--- src/common/vcsm_defs.svh ---
// constants of the valve channel status and mask register slice
// assumes a 40 MHz core clock and a 20-bit register word
`ifndef VCSM_DEFS_SVH
`define VCSM_DEFS_SVH

// register offsets within the channel
`define VCSM_ADDR_W 4
`define VCSM_ADDR_INTG 4'h8
`define VCSM_ADDR_AVG 4'h9
`define VCSM_ADDR_INST 4'ha
`define VCSM_ADDR_PWMS 4'hb
`define VCSM_ADDR_MASK 4'hc

// reset values
`define VCSM_WORD_W 20
`define VCSM_INTG_RST 20'h00091
`define VCSM_MASK_RST 20'h09fff
`define VCSM_PWMS_RST 20'h04000

// field layout
`define VCSM_INTG_W 8
`define VCSM_STEADY_HI 7
`define VCSM_STEADY_LO 4
`define VCSM_TRANS_HI 3
`define VCSM_TRANS_LO 0
`define VCSM_LIMIT_W 4
`define VCSM_AVG_W 11
`define VCSM_INST_W 12
`define VCSM_CODE_W 18
`define VCSM_PERIOD_TIMEOUT_FLAG_BIT 18
`define VCSM_MASK_W 16
`define VCSM_MASK_TW 15
`define VCSM_MASK_CRC_CSA 14
`define VCSM_MASK_CRC_CONV 13
`define VCSM_IRQ_BITS 16'h9fff

// timing
`define VCSM_CLK_PERIOD_NS 25
`define VCSM_STEP_NS 125
`define VCSM_STEP_CYCLES ((`VCSM_STEP_NS + `VCSM_CLK_PERIOD_NS - 1) / `VCSM_CLK_PERIOD_NS)
`define VCSM_CODE_MIN 18'h00008
`define VCSM_CODE_MAX 18'h3fff0

`endif

--- src/common/vcsm_pkg.sv ---
// types of the valve channel status and mask register slice
// assumes vcsm_defs.svh on the include path
`include "vcsm_defs.svh"

package vcsm_pkg;

   typedef logic [`VCSM_WORD_W-1:0] vcsm_word_type;
   typedef logic [`VCSM_CODE_W-1:0] vcsm_code_type;

   typedef enum logic [`VCSM_ADDR_W-1:0]
   {
      VCSM_REG_INTG = `VCSM_ADDR_INTG,
      VCSM_REG_AVG = `VCSM_ADDR_AVG,
      VCSM_REG_INST = `VCSM_ADDR_INST,
      VCSM_REG_PWMS = `VCSM_ADDR_PWMS,
      VCSM_REG_MASK = `VCSM_ADDR_MASK
   } vcsm_reg_type;

endpackage

--- src/common/vcsm_period_if.sv ---
// carrier between the period meter and the register slice
// assumes both ends run on core_clk_i
`timescale 1ns/10ps
`default_nettype none

interface vcsm_period_if;
   import vcsm_pkg::*;
   vcsm_code_type code;
   logic timeout;
   logic update;

   modport meter (output code, output timeout, output update);
   modport regs (input code, input timeout, input update);
endinterface

`default_nettype wire

--- src/verilog/vcsm_period_meter.sv ---
// pwm period meter: counts 125 ns steps between rising edges of the
// sensed pwm pin; assumes the pin is asynchronous to core_clk_i
`timescale 1ns/10ps
`default_nettype none
`include "vcsm_defs.svh"

module vcsm_period_meter
   import vcsm_pkg::*;
(
   // clock and power-on reset
   input wire logic core_clk_i,
   input wire logic rst_n_i,
   // sensed pwm pin
   input wire logic pwm_sense_i,
   // result
   vcsm_period_if.meter per_if
);

   localparam logic [2:0] STEP_LAST = 3'(`VCSM_STEP_CYCLES - 1);

   logic pwm_s1_r;
   logic pwm_s2_r;
   logic pwm_d_r;
   logic [2:0] pre_r;
   vcsm_code_type cnt_r;
   vcsm_code_type code_r;
   logic period_timeout_flag_r;
   logic upd_r;
   logic rise;
   logic tick;
   vcsm_code_type cnt_fin;

   // ***********************************************
   // pin synchroniser and edge detect
   // ***********************************************
   always_ff @(posedge core_clk_i or negedge rst_n_i)
   begin
      if (!rst_n_i)
      begin
         pwm_s1_r <= 1'b0;
         pwm_s2_r <= 1'b0;
         pwm_d_r <= 1'b0;
      end
      else
      begin
         pwm_s1_r <= pwm_sense_i;
         pwm_s2_r <= pwm_s1_r;
         pwm_d_r <= pwm_s2_r;
      end
   end

   assign rise = pwm_s2_r & ~pwm_d_r;
   assign tick = (pre_r == STEP_LAST);
   // a step that ends on the closing edge is still a full step
   assign cnt_fin = (tick && cnt_r != `VCSM_CODE_MAX) ? cnt_r + 18'h00001 : cnt_r;

   // ***********************************************
   // step prescaler and period counter
   // ***********************************************
   // prescaler restarts on each rising edge so the code is not smeared by phase
   always_ff @(posedge core_clk_i or negedge rst_n_i)
   begin
      if (!rst_n_i)
         pre_r <= 3'h0;
      else if (rise || tick)
         pre_r <= 3'h0;
      else
         pre_r <= pre_r + 3'h1;
   end

   always_ff @(posedge core_clk_i or negedge rst_n_i)
   begin
      if (!rst_n_i)
         cnt_r <= '0;
      else if (rise)
         cnt_r <= '0;
      else
         cnt_r <= cnt_fin;
   end

   // ***********************************************
   // result and out-of-range flag
   // ***********************************************
   always_ff @(posedge core_clk_i or negedge rst_n_i)
   begin
      if (!rst_n_i)
      begin
         code_r <= `VCSM_CODE_W'(`VCSM_PWMS_RST);
         period_timeout_flag_r <= 1'b0;
         upd_r <= 1'b0;
      end
      else
      begin
         upd_r <= rise;
         if (rise)
         begin
            code_r <= cnt_fin;
            period_timeout_flag_r <= (cnt_fin < `VCSM_CODE_MIN) || (cnt_fin >= `VCSM_CODE_MAX);
         end
         else if (cnt_r == `VCSM_CODE_MAX)
            period_timeout_flag_r <= 1'b1;
      end
   end

   assign per_if.code = code_r;
   assign per_if.timeout = period_timeout_flag_r;
   assign per_if.update = upd_r;
endmodule

`default_nettype wire

--- src/verilog/vcsm_regs.sv ---
// per-channel integral limits, current readback, pwm sense and fault mask
// assumes the serial front end gives one-cycle read and write strobes on core_clk_i
// and that fault and supply reset event inputs are asynchronous
`timescale 1ns/10ps
`default_nettype none
`include "vcsm_defs.svh"

module vcsm_regs
   import vcsm_pkg::*;
(
   // clock and power-on reset
   input wire logic core_clk_i,
   input wire logic rst_n_i,
   // register port from the serial front end
   input wire logic [`VCSM_ADDR_W-1:0] reg_addr_i,
   input wire logic reg_wr_i,
   input wire logic [`VCSM_WORD_W-1:0] reg_wdata_i,
   input wire logic reg_rd_i,
   output logic [`VCSM_WORD_W-1:0] reg_rdata_o,
   // supply reset events
   input wire logic battery_undervoltage_event_i,
   input wire logic ground_loss_event_i,
   input wire logic primary_reset_event_i,
   // current loop
   input wire logic hw_feedback_mode_i,
   input wire logic loop_transient_i,
   input wire logic avg_valid_i,
   input wire logic [`VCSM_AVG_W-1:0] average_current_code_i,
   input wire logic inst_valid_i,
   input wire logic [`VCSM_INST_W-1:0] instant_current_value_i,
   output logic [`VCSM_LIMIT_W-1:0] applied_integ_limit_o,
   // sensed pwm pin
   input wire logic pwm_sense_i,
   // faults and interrupt
   input wire logic [`VCSM_MASK_W-1:0] fault_event_i,
   input wire logic gpo_irq_enable_i,
   output logic general_interrupt_output_o,
   output logic calibration_enable_o,
   output logic trimming_enable_o
);

   localparam int SYNC_W = `VCSM_MASK_W + 3;
   localparam logic [`VCSM_MASK_W-1:0] IRQ_BITS = `VCSM_IRQ_BITS;

   logic [SYNC_W-1:0] async_in;
   logic [SYNC_W-1:0] sync1_r;
   logic [SYNC_W-1:0] sync2_r;
   logic [`VCSM_MASK_W-1:0] fault_s;
   logic soft_rst;
   logic [`VCSM_INTG_W-1:0] intg_r;
   logic [`VCSM_MASK_W-1:0] mask_r;
   logic [`VCSM_AVG_W-1:0] avg_r;
   logic [`VCSM_INST_W-1:0] inst_r;
   logic [`VCSM_LIMIT_W-1:0] applied_r;
   logic irq_r;
   logic cal_en_r;
   logic trim_en_r;
   logic [`VCSM_WORD_W-1:0] rdata_r;
   logic [`VCSM_WORD_W-1:0] rd_nxt;
   logic [`VCSM_MASK_W-1:0] fault_pass;
   logic wr_intg;
   logic wr_mask;

   vcsm_period_if per_if ();

   // ***********************************************
   // period meter
   // ***********************************************
   vcsm_period_meter u_meter
   (
      .core_clk_i (core_clk_i),
      .rst_n_i (rst_n_i),
      .pwm_sense_i (pwm_sense_i),
      .per_if (per_if.meter)
   );

   // ***********************************************
   // input synchronisers
   // ***********************************************
   assign async_in = {battery_undervoltage_event_i, ground_loss_event_i,
                      primary_reset_event_i, fault_event_i};

   genvar gi;
   generate
      for (gi = 0; gi < SYNC_W; gi = gi + 1)
      begin : g_sync
         always_ff @(posedge core_clk_i or negedge rst_n_i)
         begin
            if (!rst_n_i)
            begin
               sync1_r[gi] <= 1'b0;
               sync2_r[gi] <= 1'b0;
            end
            else
            begin
               sync1_r[gi] <= async_in[gi];
               sync2_r[gi] <= sync1_r[gi];
            end
         end
      end
   endgenerate

   assign fault_s = sync2_r[`VCSM_MASK_W-1:0];
   // power-on is rst_n_i itself; the other events reset only the config
   assign soft_rst = |sync2_r[SYNC_W-1:`VCSM_MASK_W];

   assign wr_intg = reg_wr_i && (reg_addr_i == VCSM_REG_INTG);
   assign wr_mask = reg_wr_i && (reg_addr_i == VCSM_REG_MASK);

   // ***********************************************
   // integrator limits
   // ***********************************************
   // a supply event in the same cycle as a write wins over the write
   always_ff @(posedge core_clk_i or negedge rst_n_i)
   begin
      if (!rst_n_i)
         intg_r <= `VCSM_INTG_W'(`VCSM_INTG_RST);
      else if (soft_rst)
         intg_r <= `VCSM_INTG_W'(`VCSM_INTG_RST);
      else if (wr_intg)
         intg_r <= reg_wdata_i[`VCSM_INTG_W-1:0];
   end

   always_ff @(posedge core_clk_i or negedge rst_n_i)
   begin
      if (!rst_n_i)
         applied_r <= '0;
      else if (!hw_feedback_mode_i)
         applied_r <= '0;
      else if (loop_transient_i)
         applied_r <= intg_r[`VCSM_TRANS_HI:`VCSM_TRANS_LO];
      else
         applied_r <= intg_r[`VCSM_STEADY_HI:`VCSM_STEADY_LO];
   end

   // ***********************************************
   // fault mask
   // ***********************************************
   always_ff @(posedge core_clk_i or negedge rst_n_i)
   begin
      if (!rst_n_i)
         mask_r <= `VCSM_MASK_W'(`VCSM_MASK_RST);
      else if (soft_rst)
         mask_r <= `VCSM_MASK_W'(`VCSM_MASK_RST);
      else if (wr_mask)
         mask_r <= reg_wdata_i[`VCSM_MASK_W-1:0];
   end

   // ***********************************************
   // current readback, power-on reset only
   // ***********************************************
   // no write path: the measured values cannot be overwritten by software
   always_ff @(posedge core_clk_i or negedge rst_n_i)
   begin
      if (!rst_n_i)
         avg_r <= '0;
      else if (avg_valid_i)
         avg_r <= average_current_code_i;
   end

   always_ff @(posedge core_clk_i or negedge rst_n_i)
   begin
      if (!rst_n_i)
         inst_r <= '0;
      else if (inst_valid_i)
         inst_r <= instant_current_value_i;
   end

   // ***********************************************
   // interrupt and calibration gating
   // ***********************************************
   // crc bits 14 and 13 steer calibration and trimming, not the interrupt
   generate
      for (gi = 0; gi < `VCSM_MASK_W; gi = gi + 1)
      begin : g_gate
         assign fault_pass[gi] = fault_s[gi] & ~mask_r[gi] & IRQ_BITS[gi];
      end
   endgenerate

   always_ff @(posedge core_clk_i or negedge rst_n_i)
   begin
      if (!rst_n_i)
         irq_r <= 1'b0;
      else
         irq_r <= gpo_irq_enable_i & (|fault_pass);
   end

   always_ff @(posedge core_clk_i or negedge rst_n_i)
   begin
      if (!rst_n_i)
      begin
         cal_en_r <= 1'b1;
         trim_en_r <= 1'b1;
      end
      else
      begin
         cal_en_r <= ~(fault_s[`VCSM_MASK_CRC_CSA] & ~mask_r[`VCSM_MASK_CRC_CSA]);
         trim_en_r <= ~(fault_s[`VCSM_MASK_CRC_CONV] & ~mask_r[`VCSM_MASK_CRC_CONV]);
      end
   end

   // ***********************************************
   // read mux
   // ***********************************************
   always_comb
   begin
      rd_nxt = '0;
      unique case (reg_addr_i)
         VCSM_REG_INTG: rd_nxt[`VCSM_INTG_W-1:0] = intg_r;
         VCSM_REG_AVG: rd_nxt[`VCSM_AVG_W-1:0] = avg_r;
         VCSM_REG_INST: rd_nxt[`VCSM_INST_W-1:0] = inst_r;
         VCSM_REG_PWMS:
         begin
            rd_nxt[`VCSM_CODE_W-1:0] = per_if.code;
            rd_nxt[`VCSM_PERIOD_TIMEOUT_FLAG_BIT] = per_if.timeout;
         end
         VCSM_REG_MASK: rd_nxt[`VCSM_MASK_W-1:0] = mask_r;
         default: rd_nxt = '0;
      endcase
   end

   always_ff @(posedge core_clk_i or negedge rst_n_i)
   begin
      if (!rst_n_i)
         rdata_r <= '0;
      else if (reg_rd_i)
         rdata_r <= rd_nxt;
   end

   assign reg_rdata_o = rdata_r;
   assign applied_integ_limit_o = applied_r;
   assign general_interrupt_output_o = irq_r;
   assign calibration_enable_o = cal_en_r;
   assign trimming_enable_o = trim_en_r;
endmodule

`default_nettype wire

--- config.mk ---
export PLATFORM = sky130hd
export DESIGN_NAME = vcsm_regs
export DESIGN_NICKNAME = d
export VERILOG_FILES = /design/src/common/vcsm_pkg.sv /design/src/common/vcsm_period_if.sv /design/src/verilog/vcsm_period_meter.sv /design/src/verilog/vcsm_regs.sv
export VERILOG_INCLUDE_DIRS = /design/src /design/src/common
export SDC_FILE = /design/constraint.sdc
export NUM_CORES = 1
export LEC_CHECK = 0
export ABC_AREA = 1
export BUFFER_PORTS_ARGS = -buffer_cell sky130_fd_sc_hd__buf_2
export CORE_ASPECT_RATIO = 0.6
export CORE_UTILIZATION = 53
export CTS_BUF_LIST = sky130_fd_sc_hd__clkbuf_16
export CTS_CLUSTER_DIAMETER = 120
export DETAILED_ROUTE_END_ITERATION = 10
export GPL_ROUTABILITY_DRIVEN = 0
export GPL_TIMING_DRIVEN = 0
export MAX_ROUTING_LAYER = met4
export PLACE_DENSITY = 0.75
export RECOVER_POWER = 25
export SETUP_SLACK_MARGIN = 0.05
export SYNTH_ARGS = -nofsm -noshare
export SYNTH_HDL_FRONTEND = slang
export SYNTH_SLANG_ARGS = --single-unit
export TNS_END_PERCENT = 1
--- constraint.sdc ---
create_clock -name core_clk_i -period 4.6 [get_ports core_clk_i]
set_clock_uncertainty 0.1 [all_clocks]
set_input_delay 0.69 -clock core_clk_i [delete_from_list [all_inputs] [get_ports core_clk_i]]
set_output_delay 0.69 -clock core_clk_i [all_outputs]
set_load 0.02 [all_outputs]
**Word-level counts from Yosys, hierarchy flattened**

Cells that the tools add are included.

- Register bits: 154
- Input bits: 76
- Word-level logic and storage cells: 129

- $add $sub $neg: 2
- $lt $le $gt $ge: 2
- Equality and inequality tests: 8
- Mux-type cells: 16
- Bitwise gates (word level): 37
- Reductions and logical operators: 10

Operators by type and width:

| kind | count |
|---|---|
| $pmux 8 s5 | 1 |
| $mux 18 | 2 |
| $mux 16 | 2 |
| $eq 4x4->1 const B | 5 |
| $not 1->1 | 19 |
| $add 18x1->18 const B | 1 |
| $and 1x1->1 | 18 |
| $eq 18x18->1 const B | 1 |
| $ge 18x18->1 const B | 1 |
| $lt 18x4->1 const B | 1 |
| $ne 18x18->1 const B | 1 |
| $mux 8 | 2 |
| $reduce_or 14->1 | 1 |
| $pmux 3 s4 | 1 |
| $mux 4 | 2 |
| $pmux 4 s2 | 1 |
| $mux 3 | 2 |
| $reduce_bool 2->1 | 3 |
| $add 3x1->3 const B | 1 |
| $eq 3x3->1 const B | 1 |
| $logic_and 1x1->1 | 3 |
| $pmux 1 s3 | 1 |
| $reduce_or 3->1 | 1 |
| $logic_or 1x1->1 | 2 |
| $mux 1 | 2 |

**Depth between registers and ports, before layout**

Gate-level depths: netlist (run 1).

- Depth in word-level cells: 6
- Depth in mapped cells: 20
- Gate-level depth less buffers: 18

**Cells and area by module**

Synthesis (run 1) repeated with hierarchy kept, for this count alone.

- Cells, all modules: 739
- Area, all modules: 6,865.3 um2

By module, submodules not included:

| module | times used | cells an instance | area each (um2) | seq. area each (um2) |
|---|---|---|---|---|
| vcsm_regs | 1 | 433 | 4,409.2 | 2,801.4 |
| vcsm_period_meter | 1 | 306 | 2,456.1 | 1,102.3 |

**Worst setup path before layout (run 1)**

Ideal clock, no wire load.

- Path type: register to register
- Start: reg u_meter.cnt_r[0]
- End: reg u_meter.period_timeout_flag_r, in the netlist u_meter.per_if.timeout
- Library setup time: 0.113 ns
- Arrival time: 1.772 ns
- Path slack: 2.615 ns
- Cell stages (with the launch flop): 20
- Cells stage by stage: dfrtp_1 > buf_2 > inv_1 > ha_1 > nand2_1 > inv_1 > nand3_1 > nor2_2 > nand2_4 > nand2_4 > buf_6 > nand2_1 > o21ai_1 > inv_2 > nand2_1 > nor2_1 > nand3_1 > nand3_1 > nand2_1 > inv_1

- Word-level cells in the longest chain between the ends: 6

RTL lines:

| element | RTL line | RTL |
|---|---|---|
| from (decl) | vcsm_period_meter.sv:25 | `vcsm_code_type cnt_r;` |
| from (signal assigned) | vcsm_period_meter.sv:78 | `cnt_r <= cnt_fin;` |
| branches (longest 6 deep; another with $add 18x1->18) | - |  |
| to (signal assigned) | vcsm_period_meter.sv:98 | `` period_timeout_flag_r <= (cnt_fin < `VCSM_CODE_MIN) \|\| (cnt_fin >= `VCSM_CODE_MAX); `` |
| to (decl) | vcsm_period_meter.sv:27 | `logic period_timeout_flag_r;` |

Several ways; the timed one is not identified.
A chain may end at the register's enable or synchronous reset.

**Worst setup path after layout (run 1)**

Ends and elaborated chain as after synthesis.

==> results.sh, run 1 <==
export IMPL_timing_hold_worst_class="in2async"
export IMPL_die_width_um=145
export IMPL_clkTransAtPathRegs_ns=0.07
export IMPL_worstSetupStartpointType="flop"
export IMPL_syn_cell_area_um2=6510
export IMPL_worstSkewPairLatency_ns=0.42
export IMPL_utilization_pct=67.2
export IMPL_n_diodes=0
export IMPL_dpl_worst_slack_ns=1.89
export IMPL_flow_area_growth_from_synthesis_pct=20.2
export IMPL_dpl_cell_area_um2=7220
export IMPL_place_detailed_hpwl_mm=11.6
export IMPL_finalHoldViolations=0
export IMPL_max_cap_violations=0
export IMPL_htree_levels=4
export IMPL_final_worst_path_period_need_ns=2.51
export IMPL_dieHeight_um=87.8
export IMPL_leakage_uw=0.00391
export IMPL_critPathMaxFanout=10
export IMPL_place_port_buffers=96
export IMPL_yosys_mux_area_fraction_pct=0.692
export IMPL_worst_slack_ns=2.09
export IMPL_r2r_slack_ns=2.09
export IMPL_cts_setup_buffers=0
export IMPL_slew_viol_final=0
export IMPL_synth_seq_area_share_pct=59.6
export IMPL_cp_required_ns=4.86
export IMPL_xor_xnor_share_of_the_synthesized_area_pct=1.08
export IMPL_drt_drc_violations_left=0
export IMPL_finalInstanceArea_um2=7830
export IMPL_timing_hold_ws_ns=0.131
export IMPL_power_density_nw_per_um2=429
export IMPL_dr_total_vias=5300
export IMPL_floorplan_core_area_um2=11600
export IMPL_post_layout_nets=913
export IMPL_grt_use_total_pct=27.8
export IMPL_synth_fp_nets=797
export IMPL_starting_density_of_the_core_pct=55.9
export IMPL_synth_cells=717
export IMPL_commonest_cells_in_the_netlist="sky130_fd_sc_hd__nand2_1, sky130_fd_sc_hd__dfrtp_1, sky130_fd_sc_hd__inv_1, sky130_fd_sc_hd__o21ai_0, sky130_fd_sc_hd__nor2_1"
export IMPL_number_of_buffers_added_by_the_clock_tree_synthesis_step=17
export IMPL_root_buffer="sky130_fd_sc_hd__clkbuf_16"
export IMPL_post_drt_antenna_nets=0
export IMPL_outcome="finished clean"
export IMPL_worstReg2RegEnd="u_meter.per_if.timeout"
export IMPL_synth_top_area_share_pct=51.5
export IMPL_netlist_top_cells_area="sky130_fd_sc_hd__dfrtp_1, sky130_fd_sc_hd__nand2_1, sky130_fd_sc_hd__dfstp_2, sky130_fd_sc_hd__inv_1, sky130_fd_sc_hd__o21ai_0"
export IMPL_post_cts_hold_buffer_count=0
export IMPL_clock_sinks=154
export IMPL_vdd_ir_drop_worst_mv=0.297
export IMPL_grt_pass1_wl_mm=25.9
export IMPL_post_synth_top_count_cell="sky130_fd_sc_hd__nand2_1"
export IMPL_arrival_ns=2.78
export IMPL_timing_setup_tns_ns=0
export IMPL_synth_edff_count=0
export IMPL_storage_cell_area_um2=3880
export IMPL_dominant_combinational_cell_family_by_area_after_synthesis="simple AND/OR/NAND/NOR gates"
export IMPL_post_cts_resized_instances=0
export IMPL_max_slew_margin_pct=51.3
export IMPL_ys_types=37
export IMPL_die_area_um2=12700
export IMPL_synth_compound_area_share_pct=11.8
export IMPL_dominant_synthesized_flop_cell="sky130_fd_sc_hd__dfrtp_1"
export IMPL_synth_warning_count=0
export IMPL_layout_drive_gt1_share_pct=20.7
export IMPL_worstMarginPinSlew_ns=0.728
export IMPL_setup_viol_count_final=0
export IMPL_cts_buffer_depth=2
export IMPL_yosys_area_share_adder_pct=0.769
export IMPL_ys_ff_latch=154
export IMPL_ys_async_sr_fraction_pct=100
export IMPL_simple_gate_share_of_the_synthesized_area_pct=18.5
export IMPL_multiInputGateArea_um2=2140
export IMPL_timing_setup_critical_path_class="reg2reg"
export IMPL_worstRegToRegCells=16
export IMPL_final_period_utilization_pct=54.6
export IMPL_grt_overflow_total=0
export IMPL_filler_cell_count=934
export IMPL_critical_path_reg2reg_startpoint="u_meter.cnt_r[0]"
export IMPL_initialDrtViolationCount=470
export IMPL_tritoncts="done"
export IMPL_timing_critical_path_to_type="flop"
export IMPL_average_vias_per_placed_instance=5.27
export IMPL_initial_antenna_violation_count=0
export IMPL_first_pass_iters=4
export IMPL_pin_count_of_the_biggest_net_entering_global_routing=91
export IMPL_floorplan_io_pins=103
export IMPL_drt_total_wl_mm=15.6
export IMPL_post_synth_top_area_cell="sky130_fd_sc_hd__dfrtp_1"
export IMPL_via_count_of_the_first_global_routing_pass=5119
export IMPL_rows=30
export IMPL_synth_avg_cell_area_um2=9.08
export IMPL_maxClockFrequency_mhz=398
export IMPL_avgRoutedWirePerCell_um=15.5
export IMPL_grt_setup_unrepaired="false"
## worst max-delay path: stages, from the launching register on
cell and delay (ns):
sky130_fd_sc_hd__dfrtp_1 0.36, sky130_fd_sc_hd__buf_2 0.19, sky130_fd_sc_hd__inv_1 0.08, sky130_fd_sc_hd__ha_1 0.21, sky130_fd_sc_hd__nand2_1 0.06, sky130_fd_sc_hd__nor2_1 0.05
sky130_fd_sc_hd__nand3_1 0.07, sky130_fd_sc_hd__nor2_1 0.05, sky130_fd_sc_hd__nor2_2 0.35, sky130_fd_sc_hd__o21ai_0 0.25, sky130_fd_sc_hd__inv_1 0.16, sky130_fd_sc_hd__nand2_1 0.06
sky130_fd_sc_hd__nor2_1 0.13, sky130_fd_sc_hd__nand3_1 0.10, sky130_fd_sc_hd__nand3_1 0.12, sky130_fd_sc_hd__nand2_1 0.08, sky130_fd_sc_hd__inv_1 0.05
## logic make-up (layout without fill, tap and decap cells)
group	after synthesis	after routing
other	1	1
flip-flops	154	154
XOR/XNOR	8	8
adder cells (fa/ha/maj)	4	4
buffers and inverters	125	254
multiplexers	4	4
AO/OA/AOI/OAI	131	131
AND/OR/NAND/NOR	290	290
## layout by cell type (no fill, tap or decap), types with 5 or more instances in the layout
cell type	netlist	layout
sky130_fd_sc_hd__nand2_1	173	173
sky130_fd_sc_hd__dfrtp_1	134	134
sky130_fd_sc_hd__inv_1	99	99
sky130_fd_sc_hd__buf_2	2	97
sky130_fd_sc_hd__o21ai_0	71	71
sky130_fd_sc_hd__nor2_1	65	65
sky130_fd_sc_hd__nand3_1	28	28
sky130_fd_sc_hd__dfstp_2	20	20
sky130_fd_sc_hd__o22ai_1	17	17
sky130_fd_sc_hd__clkbuf_16	0	17
sky130_fd_sc_hd__clkbuf_1	15	15
sky130_fd_sc_hd__a21oi_1	11	11
sky130_fd_sc_hd__a22oi_1	10	10
sky130_fd_sc_hd__a221oi_1	6	6
sky130_fd_sc_hd__a31oi_1	6	6
sky130_fd_sc_hd__inv_6	0	6
sky130_fd_sc_hd__nand2_2	5	5
sky130_fd_sc_hd__o32a_1	5	5
## stage by stage
stage                     power (uW)  std cells
after global placement          1930        973
after floorplan                 1780        717
final                           3360       1006
after CTS                       3370       1006
after detailed placement        1950        974
after global routing            3500       1006
## layout make-up
type                       instances  area share, %
clock buffer                      17           5.44
sequential                       154           49.6
timing repair buffer              97           6.57
buffer                            20           1.18
multi-input combinational        438           27.4
tap                              160           2.56
inverter                         105           5.04
clock inverter                    15           2.25
## power breakdown
part	switching (uW)	leakage, uW	internal (uW)
sequential	59.3	0.00190	1460
combinational	268	0.00171	141
clock	601	0.000297	821
total	929	0.00391	2430
## sequential cells by signal, summed over array words and instances (netlist names), 3 cells and up
name	flops
u_meter.per_if.code	18
u_meter.cnt_r	18
avg_r	11
fault_s	16
reg_rdata_o	19
u_meter.pre_r	3
mask_r	16
applied_integ_limit_o	4
intg_r	8
sync1_r	19
sync2_r	3
inst_r	12
## routing by layer
layer | global-route usage (%) | routed length [um] | share of wire (%)
met5 | - | 0 | 0
met4 | 7.66 | 195 | 1.2
met2 | 38.8 | 6390 | 41
met1 | 40.7 | 7570 | 48
met3 | 6.30 | 1460 | 9.4
## worst max path at each step
stage	to	from	cells after the start
5_1_grt	u_meter.per_if.timeout	u_meter.cnt_r[0]	17
6_report	u_meter.per_if.timeout	u_meter.cnt_r[0]	16
4_1_cts	u_meter.per_if.timeout	u_meter.cnt_r[0]	16
2_1_floorplan	u_meter.per_if.timeout	u_meter.cnt_r[0]	19
3_5_place_dp	mask_r[1]	reg_addr_i[0]	7
3_3_place_gp	sync1_r[17]	rst_n_i	1
No activity file was read; power rests on OpenSTA's default activity.
==> run 2: changes to the inputs <==
Settings changed: ABC_AREA 1 to 0, CORE_UTILIZATION 53 to 51, PLACE_DENSITY 0.75 to 0.76.
Clock period 4.6 ns to 2.2 ns, I/O delays scaled along.
==> results.sh, run 2 <==
export IMPL_r2r_slack_ns=-0.26
export IMPL_drt_drc_violations_left=0
export IMPL_place_detailed_hpwl_mm=11.7
export IMPL_grt_use_total_pct=28.6
export IMPL_clkTransAtPathRegs_ns=0.07
export IMPL_finalNonFillerCells=867
export IMPL_synth_seq_area_share_pct=61.6
export IMPL_average_vias_per_placed_instance=5.82
export IMPL_floorplan_core_area_um2=12100
export IMPL_grt_overflow_total=0
export IMPL_via_count_of_the_first_global_routing_pass=4764
export IMPL_number_of_buffers_added_by_the_clock_tree_synthesis_step=17
export IMPL_worstRegToRegCells=6
export IMPL_synth_warning_count=0
export IMPL_min_path_cells=3
export IMPL_dp_cells=808
export IMPL_die_width_um=145
export IMPL_commonest_cells_in_the_netlist="sky130_fd_sc_hd__dfrtp_1, sky130_fd_sc_hd__nor2_1, sky130_fd_sc_hd__nand2_1, sky130_fd_sc_hd__o21ai_0, sky130_fd_sc_hd__inv_1"
export IMPL_floorplan_io_pins=103
export IMPL_max_cap_violations=0
export IMPL_critPathMaxFanout=7
export IMPL_grt_pass1_wl_mm=26.2
export IMPL_critical_path_max_stage_delay_ns=0.50
export IMPL_hold_start="gpo_irq_enable_i"
export IMPL_htree_levels=4
export IMPL_die_area_um2=12800
export IMPL_finalHoldViolations=0
export IMPL_worstSetupStartpointType="flop"
export IMPL_initial_antenna_violation_count=0
export IMPL_outcome="finished, violations left"
export IMPL_timing_critical_path_to_type="flop"
export IMPL_vdd_ir_drop_worst_mv=0.518
export IMPL_timing_setup_critical_path_class="reg2reg"
export IMPL_critical_path_reg2reg_startpoint="u_meter.cnt_r[1]"
export IMPL_synth_edff_count=0
export IMPL_first_pass_iters=5
export IMPL_tritoncts="done"
export IMPL_worstReg2RegEnd="u_meter.per_if.timeout"
export IMPL_flow_area_growth_from_synthesis_pct=28.3
export IMPL_worst_slack_ns=-0.256
export IMPL_netlist_top_cells_area="sky130_fd_sc_hd__dfrtp_1, sky130_fd_sc_hd__dfstp_2, sky130_fd_sc_hd__mux2_2, sky130_fd_sc_hd__nor2_1, sky130_fd_sc_hd__o21ai_0"
export IMPL_part_of_the_total_power_dissipated_in_sequential_elements_pct=46.9
export IMPL_critical_path_buf_inv_count=0
export IMPL_critPathSlowestCell="sky130_fd_sc_hd__dfrtp_2"
export IMPL_pin_count_of_the_biggest_net_entering_global_routing=98
export IMPL_avgRoutedWirePerCell_um=19.7
export IMPL_dominant_synthesized_flop_cell="sky130_fd_sc_hd__dfrtp_1"
export IMPL_final_worst_path_period_need_ns=2.46
export IMPL_post_synth_top_count_cell="sky130_fd_sc_hd__dfrtp_1"
export IMPL_initialDrtViolationCount=403
export IMPL_post_synth_top_area_cell="sky130_fd_sc_hd__dfrtp_1"
export IMPL_synth_top_area_share_pct=53.2
export IMPL_final_cell_mix="sky130_fd_sc_hd__dfrtp_1, sky130_fd_sc_hd__buf_2, sky130_fd_sc_hd__nor2_1"
export IMPL_ys_ff_latch=154
export IMPL_dieHeight_um=88.1
export IMPL_max_slew_margin_pct=2.35
export IMPL_power_density_nw_per_um2=826
export IMPL_starting_density_of_the_core_pct=52.2
export IMPL_arrival_ns=2.72
export IMPL_critical_path_top_delay_family="compound AO/OA/AOI/OAI gates"
export IMPL_layout_drive_gt1_share_pct=30.9
export IMPL_dpl_cell_area_um2=7040
export IMPL_leakage_uw=0.00359
export IMPL_rows=31
export IMPL_clock_sinks=154
export IMPL_synth_fp_nets=627
export IMPL_final_period_utilization_pct=112
export IMPL_ys_types=58
export IMPL_finalInstanceArea_um2=8080
export IMPL_n_diodes=0
export IMPL_post_drt_antenna_nets=0
export IMPL_netSwitchingPower_uw=1840
export IMPL_ys_async_sr_fraction_pct=100
export IMPL_root_buffer="sky130_fd_sc_hd__clkbuf_16"
export IMPL_timing_hold_worst_class="in2reg"
export IMPL_grt_setup_unrepaired="true"
export IMPL_cp_required_ns=2.46
export IMPL_setup_viol_count_final=5
export IMPL_place_port_buffers=95
export IMPL_drt_total_wl_mm=17.1
export IMPL_post_layout_nets=769
export IMPL_share_comb_of_total_power_pct=10.5
export IMPL_synth_cells=547
export IMPL_crit_path_cell_trace="ha_4 -> or3_1 -> a2111oi_4 -> o2111ai_2 -> nor4_2 -> a41o_1"
export IMPL_worstSkewPairLatency_ns=0.43
export IMPL_slew_viol_final=0
export IMPL_maxClockFrequency_mhz=407
export IMPL_syn_cell_area_um2=6300
export IMPL_switch_share_pct=27.6
export IMPL_dr_total_vias=5044
export IMPL_worst_hold_end="general_interrupt_output_o"
export IMPL_failing_checks="negative setup slack"
export IMPL_worstMarginPinSlew_ns=1.46
export IMPL_filler_cell_count=880
export IMPL_cts_buffer_depth=2
export IMPL_clock_power_share_pct=42.6
export IMPL_layout_cells_most_common="sky130_fd_sc_hd__dfrtp_1"
export IMPL_internal_power_uw=4830
export IMPL_synth_avg_cell_area_um2=11.5
==> run 2: metrics by stage <==
stage / total power, uW / setup slack [ns] / hold WS (ns) / util, % / setup TNS [ns]
3_3_place_gp: 3720 / -1.58 / 0.233 / 58.1 / -194.33
6_report: 6680 / -0.256 / 0.00390 / 67.0 / -0.531
4_1_cts: 6680 / -0.235 / 0.00108 / 65.8 / -0.453
3_5_place_dp: 3770 / -0.422 / 0.230 / 58.4 / -7.43
5_1_grt: 6900 / -0.291 / 0.0193 / 67.0 / -10.65
2_1_floorplan: 3470 / 0.0381 / -0.0656 / - / 0
==> run 2: power by group through the flow <==
stage / Combinational [uW] / Clock, uW / Sequential (uW)
4_1_cts: 686 / 2870 / 3120
2_1_floorplan: 313 / 0 / 3160
5_1_grt: 769 / 2990 / 3150
6_report: 703 / 2850 / 3130
3_5_place_dp: 599 / 0 / 3170
3_3_place_gp: 571 / 0 / 3150
==> run 2: final cells by class <==
type                       count  area [um2]  share of cell area [%]
multi-input combinational    332        2400                    29.7
inverter                      33         124                    1.53
tap                          165         206                    2.55
clock buffer                  17         425                    5.26
clock inverter                15         146                    1.81
timing repair buffer         124         761                    9.41
buffer                        27         133                    1.64
sequential                   154        3880                    48.0
==> run 2: worst max path at each step <==
stage                                  end  slack, ns  cells after the start             start
finish              u_meter.per_if.timeout      -0.26                      6  u_meter.cnt_r[1]
global route        u_meter.per_if.timeout      -0.29                      6  u_meter.cnt_r[1]
CTS                 u_meter.per_if.timeout      -0.23                      8  u_meter.pre_r[0]
detailed placement  u_meter.per_if.timeout      -0.42                      7  u_meter.cnt_r[1]
global placement          u_meter.cnt_r[6]      -1.58                      1           rst_n_i
floorplan           u_meter.per_if.timeout       0.04                      8  u_meter.pre_r[1]
==> run 2: cells by family (layout without fill, tap and decap cells) <==
group	Yosys count	in the layout	synth area share [%]
other	1	1	0.0595
AND/OR/NAND/NOR	154	154	11.9
XOR/XNOR	13	13	1.81
flip-flops	154	154	61.6
AO/OA/AOI/OAI	122	122	13.5
multiplexers	38	38	6.49
buffers and inverters	61	216	3.89
adder cells (fa/ha/maj)	4	4	0.794
==> run 2: layer usage <==
layer	wire (um)	vias up	global-route usage (%)
met5	0	-	-
met1	8000	2547	40.9
met2	7510	235	41.2
met4	286	0	9.09
li1	-	2234	-
met3	1260	28	5.52
==> run 2: tightest hold or removal path: cells and delay by family <==
kind / cells / cell delay (ns)
AOI/OAI and AO/OA: 1 / 0.03
buffers and inverters: 2 / 0.14
==> run 2: timing repair <==
item	in CTS	in global routing
setup buffers	3	3
endpoints found under the hold margin	73	0
pin swaps	5	6
gates resized for setup	22	24
gates cloned	0	1
setup endpoints to repair	17	25
hold buffers	21	0
==> run 3: changes to the inputs <==
Settings changed: ABC_AREA 0 to 1.
==> results.sh, run 3 (synthesis gave the netlist of run 1 again) <==
export IMPL_initialDrtViolationCount=495
export IMPL_dr_total_vias=5675
export IMPL_drt_total_wl_mm=17.4
export IMPL_leakage_uw=0.00408
export IMPL_share_comb_of_total_power_pct=15.3
export IMPL_grt_pass1_wl_mm=28.1
export IMPL_drt_drc_violations_left=0
export IMPL_timing_critical_path_to_type="flop"
export IMPL_post_drt_antenna_nets=0
export IMPL_worstReg2RegEnd="u_meter.per_if.timeout"
export IMPL_tritoncts="done"
export IMPL_slew_viol_final=0
export IMPL_htree_levels=4
export IMPL_total_power_uw=7170
export IMPL_layout_drive_gt1_share_pct=27.0
export IMPL_maxClockFrequency_mhz=445
export IMPL_power_density_nw_per_um2=862
export IMPL_outcome="finished, violations left"
export IMPL_timing_setup_tns_ns=-0.0462
export IMPL_average_vias_per_placed_instance=5.41
export IMPL_finalHoldViolations=0
export IMPL_grt_use_total_pct=29.4
export IMPL_clock_power_share_pct=40.0
export IMPL_internal_power_uw=5090
export IMPL_timing_hold_worst_class="in2reg"
export IMPL_worstMarginPinSlew_ns=1.41
export IMPL_rows=31
export IMPL_final_cell_mix="sky130_fd_sc_hd__nand2_1, sky130_fd_sc_hd__dfrtp_1, sky130_fd_sc_hd__buf_2"
export IMPL_setup_viol_count_final=1
export IMPL_worst_setup_sp="u_meter.cnt_r[0]"
export IMPL_die_area_um2=13200
export IMPL_root_buffer="sky130_fd_sc_hd__clkbuf_16"
export IMPL_vdd_ir_drop_worst_mv=0.534
export IMPL_floorplan_io_pins=103
export IMPL_grt_setup_unrepaired="true"
export IMPL_floorplan_core_area_um2=12300
export IMPL_dieHeight_um=89.5
export IMPL_clkTransAtPathRegs_ns=0.07
export IMPL_clock_sinks=154
export IMPL_avgRoutedWirePerCell_um=16.6
export IMPL_failing_checks="negative setup slack"
export IMPL_max_cap_violations=0
export IMPL_starting_density_of_the_core_pct=53.1
export IMPL_cp_required_ns=2.46
export IMPL_grt_overflow_total=0
export IMPL_die_width_um=148
export IMPL_critPathMaxFanout=5
export IMPL_netSwitchingPower_uw=2080
export IMPL_critical_path_reg2reg_startpoint="u_meter.cnt_r[0]"
export IMPL_flow_area_growth_from_synthesis_pct=27.8
export IMPL_switch_share_pct=29.0
export IMPL_worstSetupStartpointType="flop"
export IMPL_place_port_buffers=96
export IMPL_via_count_of_the_first_global_routing_pass=5703
export IMPL_worstSetupEndpoint="u_meter.per_if.timeout"
export IMPL_number_of_buffers_added_by_the_clock_tree_synthesis_step=17
export IMPL_part_of_the_total_power_dissipated_in_sequential_elements_pct=44.7
export IMPL_n_diodes=0
export IMPL_max_slew_margin_pct=6.26
export IMPL_initial_antenna_violation_count=0
export IMPL_pin_count_of_the_biggest_net_entering_global_routing=93
export IMPL_place_detailed_hpwl_mm=12.1
export IMPL_arrival_ns=2.51
export IMPL_cts_buffer_depth=2
export IMPL_r2r_slack_ns=-0.05
export IMPL_worstSkewPairLatency_ns=0.42
export IMPL_post_layout_nets=951
export IMPL_first_pass_iters=5
export IMPL_final_worst_path_period_need_ns=2.25
export IMPL_layout_cells_most_common="sky130_fd_sc_hd__nand2_1"
export IMPL_timing_setup_critical_path_class="reg2reg"
export IMPL_worstRegToRegCells=20
export IMPL_worst_slack_ns=-0.0462
export IMPL_final_period_utilization_pct=102
export IMPL_filler_cell_count=954
[run 3: cell count changes in the layout (fill, tap and decap cells not counted), sizes merged, moves of 15 or more]
cell   before  now
nor2       48   71
mux2       23    4
nand2      41  180
mux2i      15    0
o21ai      35   73
o22a       17    0
inv        45  113
[run 3: repair_timing]
action / 4_1_cts / 5_1_grt
setup endpoints to repair: 3 / 18
hold buffers: 21 / 0
buffers inserted: 14 / 1
cloned: 1 / 1
gates resized for setup: 43 / 25
hold endpoints to repair: 81 / 0
pin swaps: 18 / 13
[run 3: through the flow]
stage | util, % | worst slack [ns] | hold WS, ns | cell area [um2] | cells
finish | 67.9 | -0.0462 | 0.0237 | 8320 | 1049
detailed placement | 59.0 | -0.269 | 0.235 | 7230 | 979
floorplan | - | 0.215 | -0.0656 | 6510 | 717
global placement | 58.7 | -1.33 | 0.233 | 7200 | 978
global route | 67.9 | -0.192 | 0.0381 | 8320 | 1049
CTS | 67.4 | 0.0556 | 0.0137 | 8260 | 1047
[run 3: power by group through the flow]
| stage | Combinational (uW) | Clock (uW) | Sequential, uW |
|---|---|---|---|
| floorplan | 487 | 0 | 3240 |
| global placement | 816 | 0 | 3220 |
| detailed placement | 864 | 0 | 3240 |
| CTS | 1040 | 2900 | 3190 |
| global route | 1220 | 3020 | 3220 |
| finish | 1100 | 2870 | 3210 |
[run 3: routing by layer]
metal  GRT usage, %  part of all wire, %
met2           44.6                   44
met4           9.09                  1.5
met3           6.38                  9.2
met5              -                    0
met1           39.9                   45
[run 3: how the worst min path moves through the flow]
| stage | start | end | depth (start not counted) |
|---|---|---|---|
| global route | average_current_code_i[9] | avg_r[9] | 3 |
| detailed placement | sync1_r[5] | fault_s[5] | 0 |
| CTS | instant_current_value_i[4] | inst_r[4] | 3 |
| floorplan | rst_n_i | applied_integ_limit_o[0] | 0 |
| global placement | sync1_r[13] | fault_s[13] | 0 |
| finish | instant_current_value_i[4] | inst_r[4] | 3 |
[run 3: final cells by class]
| cell class | count | area (um2) | share of cell area (%) |
|---|---|---|---|
| Buffer | 20 | 106 | 1.28 |
| Clock inverter | 15 | 156 | 1.88 |
| Sequential cell | 154 | 3880 | 46.6 |
| Timing Repair Buffer | 134 | 840 | 10.1 |
| Inverter | 105 | 397 | 4.77 |
| Clock buffer | 17 | 425 | 5.11 |
| Multi-Input combinational cell | 439 | 2310 | 27.8 |
| Tap cell | 165 | 206 | 2.48 |
[run 3: worst max-delay path, cell delays in order, from the launching register on]
cell and delay [ns]:
sky130_fd_sc_hd__dfrtp_1 0.40, sky130_fd_sc_hd__buf_6 0.13, sky130_fd_sc_hd__inv_4 0.05, sky130_fd_sc_hd__ha_4 0.13, sky130_fd_sc_hd__nand2_2 0.05, sky130_fd_sc_hd__inv_2 0.05, sky130_fd_sc_hd__nand3_2 0.07, sky130_fd_sc_hd__nor2_4 0.11
sky130_fd_sc_hd__nand2_4 0.07, sky130_fd_sc_hd__nand2_4 0.10, sky130_fd_sc_hd__buf_6 0.14, sky130_fd_sc_hd__nand2_4 0.05, sky130_fd_sc_hd__nand2_4 0.07, sky130_fd_sc_hd__inv_2 0.04, sky130_fd_sc_hd__nor2_2 0.06, sky130_fd_sc_hd__nand2_1 0.05
sky130_fd_sc_hd__nor2_1 0.13, sky130_fd_sc_hd__nand3_1 0.11, sky130_fd_sc_hd__nand3_2 0.14, sky130_fd_sc_hd__nand2_2 0.07, sky130_fd_sc_hd__inv_2 0.04
